`config.mk`:
```
export PLATFORM = sky130hd
export DESIGN_NAME = serial_port_flow_terminator
export DESIGN_NICKNAME = d
export VERILOG_FILES = /design/src/common/serial_port_pkg.sv /design/src/core/serial_port_flow_terminator.sv
export SDC_FILE = /design/constraint.sdc
export NUM_CORES = 1
export LEC_CHECK = 0
export BUFFER_PORTS_ARGS = -buffer_cell sky130_fd_sc_hd__buf_2
export CAP_MARGIN = 20
export CORE_ASPECT_RATIO = 0.9
export CORE_MARGIN = 2
export CORE_UTILIZATION = 54
export DETAILED_ROUTE_END_ITERATION = 8
export PLACE_DENSITY = 0.75
export SLEW_MARGIN = 15
export SYNTH_ARGS = -nofsm -noshare
export SYNTH_HDL_FRONTEND = slang
export SYNTH_SLANG_ARGS = --single-unit
```
`constraint.sdc`:
```
create_clock -name ref_clk -period 3.3 [get_ports ref_clk]
set_clock_uncertainty 0.2 [all_clocks]
set_input_delay 0.165 -clock ref_clk [delete_from_list [all_inputs] [get_ports ref_clk]]
set_output_delay 0.165 -clock ref_clk [all_outputs]
set_load 0.1 [all_outputs]
```
`src/common/serial_port_pkg.sv`:
```
// Constants, codes and frame layout for the serial port with flow control
// and end-of-line terminators.
// Assumes a single clock domain; the baud divisor is derived in the core.
package serial_port_pkg;

    // Clock and divisor counter width.
    localparam int CLK_HZ_DEFAULT = 100_000_000;
    localparam int DIV_W          = 17;

    // Line rates in baud.
    localparam int BAUD_1200  = 1200;
    localparam int BAUD_2400  = 2400;
    localparam int BAUD_4800  = 4800;
    localparam int BAUD_9600  = 9600;
    localparam int BAUD_19200 = 19200;
    localparam int BAUD_38400 = 38400;

    // Rate select codes.
    localparam logic [2:0] RATE_1200  = 3'h0;
    localparam logic [2:0] RATE_2400  = 3'h1;
    localparam logic [2:0] RATE_4800  = 3'h2;
    localparam logic [2:0] RATE_9600  = 3'h3;
    localparam logic [2:0] RATE_19200 = 3'h4;
    localparam logic [2:0] RATE_38400 = 3'h5;

    // Outgoing terminator select codes.
    localparam logic [1:0] EOL_CR                = 2'h0;
    localparam logic [1:0] EOL_LF                = 2'h1;
    localparam logic [1:0] CR_THEN_LF_TERMINATOR = 2'h2;
    localparam logic [1:0] LF_THEN_CR_TERMINATOR = 2'h3;

    // Characters still to send for a terminator.
    localparam logic [1:0] EOL_NONE   = 2'h0;
    localparam logic [1:0] EOL_SINGLE = 2'h1;
    localparam logic [1:0] EOL_PAIR   = 2'h2;

    // Terminator characters.
    localparam logic [7:0] CHAR_CR = 8'h0D;
    localparam logic [7:0] CHAR_LF = 8'h0A;

    // Last received terminator, used to swallow the second of a pair.
    localparam logic [1:0] TERM_NONE = 2'h0;
    localparam logic [1:0] TERM_CR   = 2'h1;
    localparam logic [1:0] TERM_LF   = 2'h2;

    // Frame bit positions: start, eight data bits, stop.
    localparam logic [3:0] START_BIT = 4'h0;
    localparam logic [3:0] STOP_BIT  = 4'h9;

    // Defaults after reset and on the preset command.
    localparam logic [2:0] DEFAULT_RATE = RATE_9600;
    localparam logic       DEFAULT_FLOW = 1'b1;
    localparam logic [1:0] DEFAULT_EOL  = EOL_LF;

    typedef enum logic {TX_IDLE, TX_FRAME} tx_state_t;
    typedef enum logic {RX_IDLE, RX_FRAME} rx_state_t;

    // Terminator character to send, given the selection and how many remain.
    function automatic logic [7:0] eol_char(input logic [1:0] sel, input logic [1:0] left);
        logic [7:0] c;
        c = CHAR_LF;
        unique case (sel)
            EOL_CR:                c = CHAR_CR;
            EOL_LF:                c = CHAR_LF;
            CR_THEN_LF_TERMINATOR: c = (left == EOL_PAIR) ? CHAR_CR : CHAR_LF;
            LF_THEN_CR_TERMINATOR: c = (left == EOL_PAIR) ? CHAR_LF : CHAR_CR;
        endcase
        return c;
    endfunction : eol_char

endpackage : serial_port_pkg

```
`src/core/serial_port_flow_terminator.sv`:
```
// Serial port core: 8N1 transmitter and receiver, request-to-send and
// clear-to-send flow control, and end-of-line terminator handling.
// Assumes a command parser and message queues; serial pins are asynchronous.
`timescale 1ns/100ps

// Summary of operation
// - Line rate selectable among six rates from 1200 to 38400 baud, reported on query.
// - With flow control on, a character starts only while clear-to-send is asserted.
// - With flow control on, request-to-send is asserted while receive queue has room.
// - Request-to-send stays low while the queue is full, then reasserts.
// - Nonzero argument enables flow control; zero disables it, request-to-send stays high.
// - Preset sets 9600 baud, flow control on and line feed terminator.
// - Four outgoing terminators: CR, LF, CR then LF, LF then CR.
// - The selected terminator follows the last character of every outgoing message.
// - Any of the four terminator forms ends a received message.
// - The second character of a received pair is an empty command, dropped.
// - Carriage return is 0x0D and line feed is 0x0A.
// - The settings query returns rate, terminator and flow state together.
module serial_port_flow_terminator
    import serial_port_pkg::*;
#(
    parameter int CLK_HZ = CLK_HZ_DEFAULT
) (
    // Clock, reset and clock enable.
    input  wire logic       ref_clk,
    input  wire logic       reset_n,
    input  wire logic       clk_en,
    // Settings commands.
    input  wire logic       rate_write,
    input  wire logic [2:0] rate_arg,
    input  wire logic       flow_write,
    input  wire logic [7:0] flow_arg,
    input  wire logic       eol_write,
    input  wire logic [1:0] eol_arg,
    input  wire logic       serial_defaults_restore,
    input  wire logic       serial_settings_query,
    // Settings answer.
    output logic            settings_valid,
    output logic      [2:0] settings_rate,
    output logic      [1:0] settings_eol,
    output logic            settings_flow,
    // Outgoing message bytes.
    input  wire logic [7:0] tx_data,
    input  wire logic       tx_valid,
    input  wire logic       tx_last,
    output logic            tx_ready,
    // Incoming message bytes.
    output logic      [7:0] rx_data,
    output logic            rx_valid,
    output logic            rx_eom,
    input  wire logic       rx_queue_full,
    // Serial pins.
    output logic            serial_tx,
    input  wire logic       serial_rx,
    output logic            rts,
    input  wire logic       cts
);

    if (CLK_HZ / BAUD_1200 >= (1 << DIV_W) || CLK_HZ / BAUD_38400 < 4) begin : g_bad_clock
        $error("CLK_HZ does not fit the baud divisor counter");
    end

    typedef struct packed {
        logic [2:0]       serial_rate_select;
        logic             hw_flow_control_enable;
        logic [1:0]       outgoing_eol_select;
        logic             settings_valid;
        logic [2:0]       settings_rate;
        logic [1:0]       settings_eol;
        logic             settings_flow;
        logic [2:0]       cts_sync;
        logic             cts_ok;
        logic [2:0]       rx_sync;
        logic             rx_level;
        logic             rts;
        tx_state_t        tx_st;
        logic [DIV_W-1:0] tx_cnt;
        logic [3:0]       tx_bit;
        logic [9:0]       tx_shift;
        logic             serial_tx;
        logic             tx_ready;
        logic [1:0]       eol_left;
        rx_state_t        rx_st;
        logic [DIV_W-1:0] rx_cnt;
        logic [3:0]       rx_bit;
        logic [7:0]       rx_shift;
        logic [7:0]       rx_data;
        logic             rx_valid;
        logic             rx_eom;
        logic [1:0]       last_term;
    } state_t;

    localparam state_t RESET_STATE = '{
        serial_rate_select:     DEFAULT_RATE,
        hw_flow_control_enable: DEFAULT_FLOW,
        outgoing_eol_select:    DEFAULT_EOL,
        rx_sync:                3'h7,
        rx_level:               1'b1,
        rts:                    1'b1,
        tx_st:                  TX_IDLE,
        rx_st:                  RX_IDLE,
        serial_tx:              1'b1,
        default:                '0
    };

    state_t q;
    state_t next_q;

    // Divisor per rate code; codes six and seven are never stored but read as 9600.
    localparam logic [DIV_W-1:0] DIV_TABLE [8] = '{
        DIV_W'(CLK_HZ / BAUD_1200), DIV_W'(CLK_HZ / BAUD_2400), DIV_W'(CLK_HZ / BAUD_4800),
        DIV_W'(CLK_HZ / BAUD_9600), DIV_W'(CLK_HZ / BAUD_19200), DIV_W'(CLK_HZ / BAUD_38400),
        DIV_W'(CLK_HZ / BAUD_9600), DIV_W'(CLK_HZ / BAUD_9600)
    };

    always_comb begin
        logic [DIV_W-1:0] div;
        logic             go, is_cr, is_lf;
        div    = DIV_TABLE[q.serial_rate_select];
        go     = q.cts_ok || !q.hw_flow_control_enable;
        is_cr  = (q.rx_shift == CHAR_CR);
        is_lf  = (q.rx_shift == CHAR_LF);
        next_q = q;
        next_q.settings_valid = 1'b0;
        next_q.rx_valid       = 1'b0;

        // Preset wins over any setting written in the same cycle.
        if (serial_defaults_restore) begin
            next_q.serial_rate_select     = DEFAULT_RATE;
            next_q.hw_flow_control_enable = DEFAULT_FLOW;
            next_q.outgoing_eol_select    = DEFAULT_EOL;
        end else begin
            if (rate_write && rate_arg <= RATE_38400) begin
                next_q.serial_rate_select = rate_arg;
            end
            if (flow_write) begin
                next_q.hw_flow_control_enable = (flow_arg != 8'h00);
            end
            if (eol_write) begin
                next_q.outgoing_eol_select = eol_arg;
            end
        end
        if (serial_settings_query) begin
            next_q.settings_valid = 1'b1;
            next_q.settings_rate  = q.serial_rate_select;
            next_q.settings_eol   = q.outgoing_eol_select;
            next_q.settings_flow  = q.hw_flow_control_enable;
        end

        // Pin synchronisers: a level is taken once stages two and three agree.
        next_q.cts_sync = {q.cts_sync[1:0], cts};
        next_q.cts_ok   = (q.cts_sync[1] == q.cts_sync[2]) ? q.cts_sync[2] : q.cts_ok;
        next_q.rx_sync  = {q.rx_sync[1:0], serial_rx};
        next_q.rx_level = (q.rx_sync[1] == q.rx_sync[2]) ? q.rx_sync[2] : q.rx_level;

        // Request-to-send drops only while flow control is on and the queue is full.
        next_q.rts = !(q.hw_flow_control_enable && rx_queue_full);

        // Transmitter: clear-to-send gates only the start of a character, never its end.
        unique case (q.tx_st)
            TX_IDLE: begin
                if (q.eol_left != EOL_NONE && go) begin
                    next_q.tx_st    = TX_FRAME;
                    next_q.tx_shift = {1'b1, eol_char(q.outgoing_eol_select, q.eol_left), 1'b0};
                    next_q.eol_left = 2'(q.eol_left - 2'h1);
                end else if (tx_valid && q.tx_ready) begin
                    next_q.tx_st    = TX_FRAME;
                    next_q.tx_shift = {1'b1, tx_data, 1'b0};
                    if (tx_last) begin
                        next_q.eol_left = q.outgoing_eol_select[1] ? EOL_PAIR : EOL_SINGLE;
                    end
                end
                if (next_q.tx_st == TX_FRAME) begin
                    next_q.tx_bit    = START_BIT;
                    next_q.tx_cnt    = DIV_W'(div - 1'b1);
                    next_q.serial_tx = 1'b0;
                end
            end
            TX_FRAME: begin
                if (q.tx_cnt != '0) begin
                    next_q.tx_cnt = DIV_W'(q.tx_cnt - 1'b1);
                end else if (q.tx_bit == STOP_BIT) begin
                    next_q.tx_st     = TX_IDLE;
                    next_q.serial_tx = 1'b1;
                end else begin
                    next_q.tx_cnt    = DIV_W'(div - 1'b1);
                    next_q.tx_bit    = 4'(q.tx_bit + 4'h1);
                    next_q.tx_shift  = {1'b1, q.tx_shift[9:1]};
                    next_q.serial_tx = q.tx_shift[1];
                end
            end
        endcase
        // Ready looks at the next clear-to-send so a taken byte never starts blocked.
        next_q.tx_ready = (next_q.tx_st == TX_IDLE) && (next_q.eol_left == EOL_NONE)
                          && (next_q.cts_ok || !next_q.hw_flow_control_enable);

        // Receiver, sampling mid-bit; the far sender must pause while request-to-send is low.
        unique case (q.rx_st)
            RX_IDLE: begin
                if (!q.rx_level) begin
                    next_q.rx_st  = RX_FRAME;
                    next_q.rx_cnt = div >> 1;
                    next_q.rx_bit = START_BIT;
                end
            end
            RX_FRAME: begin
                if (q.rx_cnt != '0) begin
                    next_q.rx_cnt = DIV_W'(q.rx_cnt - 1'b1);
                end else begin
                    next_q.rx_cnt = DIV_W'(div - 1'b1);
                    next_q.rx_bit = 4'(q.rx_bit + 4'h1);
                    if (q.rx_bit == START_BIT && q.rx_level) begin
                        next_q.rx_st = RX_IDLE; // False start: a glitch, not a frame.
                    end else if (q.rx_bit != START_BIT && q.rx_bit != STOP_BIT) begin
                        next_q.rx_shift = {q.rx_level, q.rx_shift[7:1]};
                    end else if (q.rx_bit == STOP_BIT) begin
                        next_q.rx_st = RX_IDLE;
                        if (q.rx_level) begin
                            if ((q.last_term == TERM_CR && is_lf)
                                || (q.last_term == TERM_LF && is_cr)) begin
                                next_q.last_term = TERM_NONE;
                            end else begin
                                next_q.rx_valid  = 1'b1;
                                next_q.rx_data   = q.rx_shift;
                                next_q.rx_eom    = is_cr || is_lf;
                                next_q.last_term = is_cr ? TERM_CR : (is_lf ? TERM_LF : TERM_NONE);
                            end
                        end
                    end
                end
            end
        endcase
    end

    always_ff @(posedge ref_clk) begin
        if (!reset_n) begin
            q <= RESET_STATE;
        end else if (clk_en) begin
            q <= next_q;
        end
    end

    assign settings_valid = q.settings_valid;
    assign settings_rate  = q.settings_rate;
    assign settings_eol   = q.settings_eol;
    assign settings_flow  = q.settings_flow;
    assign tx_ready       = q.tx_ready;
    assign rx_data        = q.rx_data;
    assign rx_valid       = q.rx_valid;
    assign rx_eom         = q.rx_eom;
    assign serial_tx      = q.serial_tx;
    assign rts            = q.rts;
endmodule : serial_port_flow_terminator

```
; ---- Word level (Yosys, flattened, before mapping)
; Memory sizes are Yosys's and may differ from the RTL's.
; Cells that the tools add are included.
[totals]
word_cells = 152
output_inout_bits = 20
romBits = 136
regBits = 100
n_memories = 1
input_bits = 34
[mem_list]
columns = name, words, width, rd, rd_ports_with_merged_regs, write_ports, line_no
row1 = (name not given), 8, 17, 1, 0, 0, serial_port_flow_terminator.sv:119  ; div = DIV_TABLE[q.serial_rate_select];
[op_classes]
n_reduce_logical = 40
addsub = 6
n_mux = 48
eq_ne = 20
n_bitwise = 8
n_lt_le_gt_ge = 2
[op_table]
columns = operator, n
row1 = 17-bit 2-to-1 mux, 4
row2 = 33-bit one-hot mux with 2 select lines, 1
row3 = 17-bit by 1-bit subtractor with 17-bit output (second input constant), 3
row4 = 22-bit one-hot mux with 2 select lines, 1
row5 = 12-bit 2-to-1 mux, 3
row6 = 17-bit nonzero test, 2
row7 = 8-bit one-hot mux with 4 select lines, 1
row8 = 31-bit 2-to-1 mux, 1
row9 = 10-bit 2-to-1 mux, 3
row10 = 24-bit 2-to-1 mux, 1
row11 = 22-bit 2-to-1 mux, 1
row12 = 21-bit 2-to-1 mux, 1
row13 = 20-bit 2-to-1 mux, 1
row14 = 2-bit 2-to-1 mux, 9
row15 = 8-bit by 4-bit equality test with 1-bit output (second input constant), 2
row16 = 15-bit 2-to-1 mux, 1
row17 = 1-bit 2-to-1 mux, 13
row18 = 1-bit logical AND, 10
row19 = 2-bit != test (second input constant), 5
row20 = 2-bit AND reduction, 5
row21 = 3-bit 2-to-1 mux, 3
row22 = 3-bit AND reduction, 3
row23 = 4-bit by 1-bit adder with 4-bit output (second input constant), 2
row24 = 2-bit equality test (second input constant), 4
row25 = 25 further kinds, 44

; ---- Logic depth before layout (Yosys ltp)
[depth]
ltp_word = 11
ltp_mapped = 11
depth_no_buf = 9

; ---- Worst setup path after synthesis
; OpenSTA, ideal clock, no wires.
[synth_timing]
path_kind = register to register
startpoint = register q[98] in the netlist's numbering
endpoint = register q[32] in the netlist's numbering
arrival_time_ps = 2876
slack_ps = 153
setup_time_ps = 71
stages_incl_launch_ff = 12
n_path_buf = 2
required_time_ps = 3029
period_less_slack_ps = 3147
path_cell_list = dfxtp_1 clkbuf_1 inv_1 ha_1 nand2b_1 ha_1 clkbuf_1 or3b_2 a211oi_1 xnor2_1 a2111oi_0 o21bai_1
[synth_via]
elab_chain_len = 7
word_cells_on_any_way = 8
classes_between = add/sub: 1 / mux: 5 / bitwise: 1 / memory: 1
[synth_lines]
columns = element, line_no
row1 = start: declaration, serial_port_flow_terminator.sv:106  ; state_t q;
row2 = start signal: assignment, serial_port_flow_terminator.sv:239  ; q <= next_q;
row3 = 3-bit NOT with 4-bit output (implied by the code) *, serial_port_flow_terminator.sv:119
row4 = memory read 8 x 17 bit *, n/a
row5 = 17-bit 2-to-1 mux (implied by the code) * (2 in series), serial_port_flow_terminator.sv:119
row6 = 17-bit by 1-bit subtractor with 17-bit output, serial_port_flow_terminator.sv:210  ; next_q.rx_cnt = DIV_W'(div - 1'b1);
row7 = 17-bit 2-to-1 mux, serial_port_flow_terminator.sv:207  ; if (q.rx_cnt != '0) begin
row8 = 22-bit one-hot mux with 2 select lines *, serial_port_flow_terminator.sv:198  ; unique case (q.rx_st)
; Every way passes the cells marked *; elsewhere a longest branch is shown, timed or not. The select of a mux whose other input is x is not followed.
; A chain may end at the register's enable or synchronous reset.

; ---- Worst setup path after layout
[layout_timing]
startpoint = register q[97] in the netlist's numbering
endpoint = register q[32] in the netlist's numbering
; Same word-level chain as after synthesis.

==> results.md <==
* Outcome: completed
* Seq/Total Area, Yosys at about a third
* DP HPWL at ~11 mm
* Die width at roughly 110 um
* Number of clock sinks at 99
* Crit Path Class: reg -> reg
* First-pass GRT wire length at between 20 and 30 mm
* Syn_nets at a little under 800
* Largest net degree at the start of global routing at 40
* Via count at about 6000
* Max-slew violations at 0
* Fmax achieved at 0.3322 GHz
* Worst vdd ir at around 0.24 mV
* Hold Path Class: in -> reg
* RSZ-0062 raised after global routing: false
* Worst Path Required at 3.38 ns
* Final Hold Vio Count at 0
* DRT iter0 DRCs at 610
* Worst path cell trace: nor2_1 -> clkinv_1 -> ha_1 -> or3b_2 -> a211oi_1 -> xnor2_1 -> a2111oi_0 -> o21bai_1
* WL/cell at between 15 and 20 um
* CTS tree: done
* Initial antenna violation count at 0
* N_diodes at 0
* Yosys warnings at 0
* Lkg Pwr at about 2.5 nW
* Count of buffers from port buffering at 53
* Final net count at 829
* Startpoint types: flip-flop
* Post-Route Setup TNS at 0 ns
* Synth area leaders: dfxtp_1 (34%), a21oi_1 (5.9%), o21ai_0 (4.7%)
* CP Data Arrival Time at 3.09 ns
* H-tree depth at 3
* Fillers at around 900
* EDFF count, synth at 0
* Post-DRT Antenna Nets at 0
* Aggregate global routing overflow at 0
* Place WS at approximately 0.38 ns
* Slew HR at around 55%
* Die Y at 103.1 um
* R2R Setup Slk at about 0.29 ns
* Slowest cell on crit path: dfxtp_1
* Cell row count at 36
* CTS buffer count at 9
* Setup bufs post-CTS at 0
* Drt total wl at around 16 mm
* Final WS setup at 0.2897 ns
* Post-synthesis cell area at 5896 um2
* Count of state elements after synthesis at 99
* Clock transition at the registers of the reported paths at 0.07 ns
* Vias/cell at approximately 6.5
* Initial core utilization at 55.00%
* Layout area overhead at 12.84%
* Cell Count, Final, Fillers Out at ~920
* CP Capture Type: flip-flop
* Area of the multi-input gates at 3513 um2
* Synth Flop Type: dfxtp_1
* Max_cap viols at 0
* Hold Buf Count CTS at 16
* Period minus WS final at around 3.0 ns
* FF/Latch Area at 1982 um2
* Cts repair resizes at 0
* Die area at between 10000 and 15000 um2
* Largest stage delay, worst path at ~0.52 ns
* Share of synthesized registers carrying an async set or reset at 0%
* Core Box Area at around 11000 um2
* Skew-Pair Late Insertion Delay at approximately 0.35 ns
* Clock root buffer: clkbuf_16
* DR DRC count at 0
* Total power draw at about 2.5 mW
* Vias in the first global route at between 5000 and 6000
* Cell taking the most area after synthesis: dfxtp_1
* Crit-path max FO at 11
* Gr usage total at between 20% and 30%
* Fin crit share at about nine tenths
* I/O pin cnt at between 50 and 60
* Post-Synthesis Cells at between 700 and 800
* Setup violations, final at 0
* Mapped Avg Cell Area at between 8 and 9 um2
* Final Util at slightly above 60%
* 1st-pass router iterations at 5
* Routability Congestion at 0.9501
* PwrDens at 369.0 nW/um2
* Placed Cells at 883
* Layout cells sized above 1 at 14.32%
* Synth cell types at 75
* Post-synth top area share at approximately 34%
* Worst-margin pin slew at around 0.66 ns
* CTS Buffer Depth at 2
[cell families after synthesis]
kind of cell | Yosys count | share of synthesized area [%]
buffers and inverters | 89 | 6.791
muxes | 27 | 4.648
adders and majority gates | 19 | 3.990
and+or+nand+nor | 240 | 21.39
DFF | 99 | 33.62
AOI/OAI and AO/OA | 244 | 27.34
xor gates and xnor gates | 15 | 2.228
[Yosys cell counts, types with 7 or more instances]
library cell and n:
a21oi_1 70, a31oi_1 9, a32o_1 8, buf_1 7, buf_4 13, clkbuf_1 38, dfxtp_1 99, ha_1 18
inv_1 25, mux2i_1 24, nand2_1 53, nand2b_1 13, nand3_1 41, nor2_1 49, nor3_1 15, nor4_1 9
o2111ai_1 7, o211ai_1 15, o21ai_0 55, o22ai_1 10, o31ai_1 8, or4_1 11, xnor2_1 11
[cell usage in the layout (no fill, tap or decap), drive strengths merged, types with 11 or more instances in the layout]
master and instances:
nand3 41, mux2i 24, xnor2 11, o21ai 57
inv 28, or4 12, o211ai 15, nor3 16
ha 18, a21oi 70, buf 79, dlygate4sd3 16
nor2 50, nand2 53, nand2b 13, dfxtp 99
[sequential cells by signal (all words and copies together), names as in the netlist]
| name | flops |
|---|---|
| rx_valid | 1 |
| tx_ready | 1 |
| rx_eom | 1 |
| settings_rate | 3 |
| next_q | 4 |
| settings_valid | 1 |
| q | 75 |
| serial_tx | 1 |
| settings_flow | 1 |
| rts | 1 |
| rx_data | 8 |
| settings_eol | 2 |
[power by group]
group	internal (mW)	total, mW	switching [mW]
combinational	0.0823	0.250	0.168
clock	0.513	0.988	0.475
sequential	1.21	1.22	0.00913
[cell type report]
| type | instances | share of cell area, % |
|---|---|---|
| clock inverter | 6 | 0.6018 |
| inverter | 27 | 1.523 |
| tap | 133 | 2.501 |
| timing repair buffer | 95 | 9.329 |
| clock buffer | 10 | 3.442 |
| sequential | 99 | 29.79 |
| multi-input combinational | 545 | 52.81 |
[critical path, delay by kind of cell, from the launching register on]
kind / cells / cell delay (ns)
AO/OA/AOI/OAI: 3 / 0.91
AND/OR/NAND/NOR: 2 / 0.69
flip-flops: 1 / 0.52
adder cells (fa/ha/maj): 1 / 0.32
XOR/XNOR: 1 / 0.19
buffers and inverters: 1 / 0.10
[metrics by stage]
step / cell area (um2) / hold WS, ns
5_1_grt: 6653 / 0.07540
6_report: 6653 / 0.05837
2_1_floorplan: 5896 / 0.09339
3_3_place_gp: 6223 / 0.1895
3_5_place_dp: 6223 / 0.1924
4_1_cts: 6653 / 0.04881
[layer usage]
layer	wire, um	global-route usage (%)	share of wire, %
met1	6964	36.60	43
met4	330	10.13	2.0
met2	7604	45.47	47
met5	0	0	0
met3	1347	4.938	8.3
[path summary, 6_finish.rpt]
kind | depth (start not counted) | start | endpoint
max reg2reg | 8 | q[97]$_SDFFE_PN1P_ | q[32]$_SDFFE_PN0P_
min | 4 | rate_arg[2] | q[99]$_SDFFE_PN0P_
max | 8 | q[97]$_SDFFE_PN1P_ | q[32]$_SDFFE_PN0P_
min reg2reg | 2 | settings_eol[0]$_SDFFE_PN0P_ | settings_eol[0]$_SDFFE_PN0P_
Note: power is estimated with default switching activity, not from simulation.
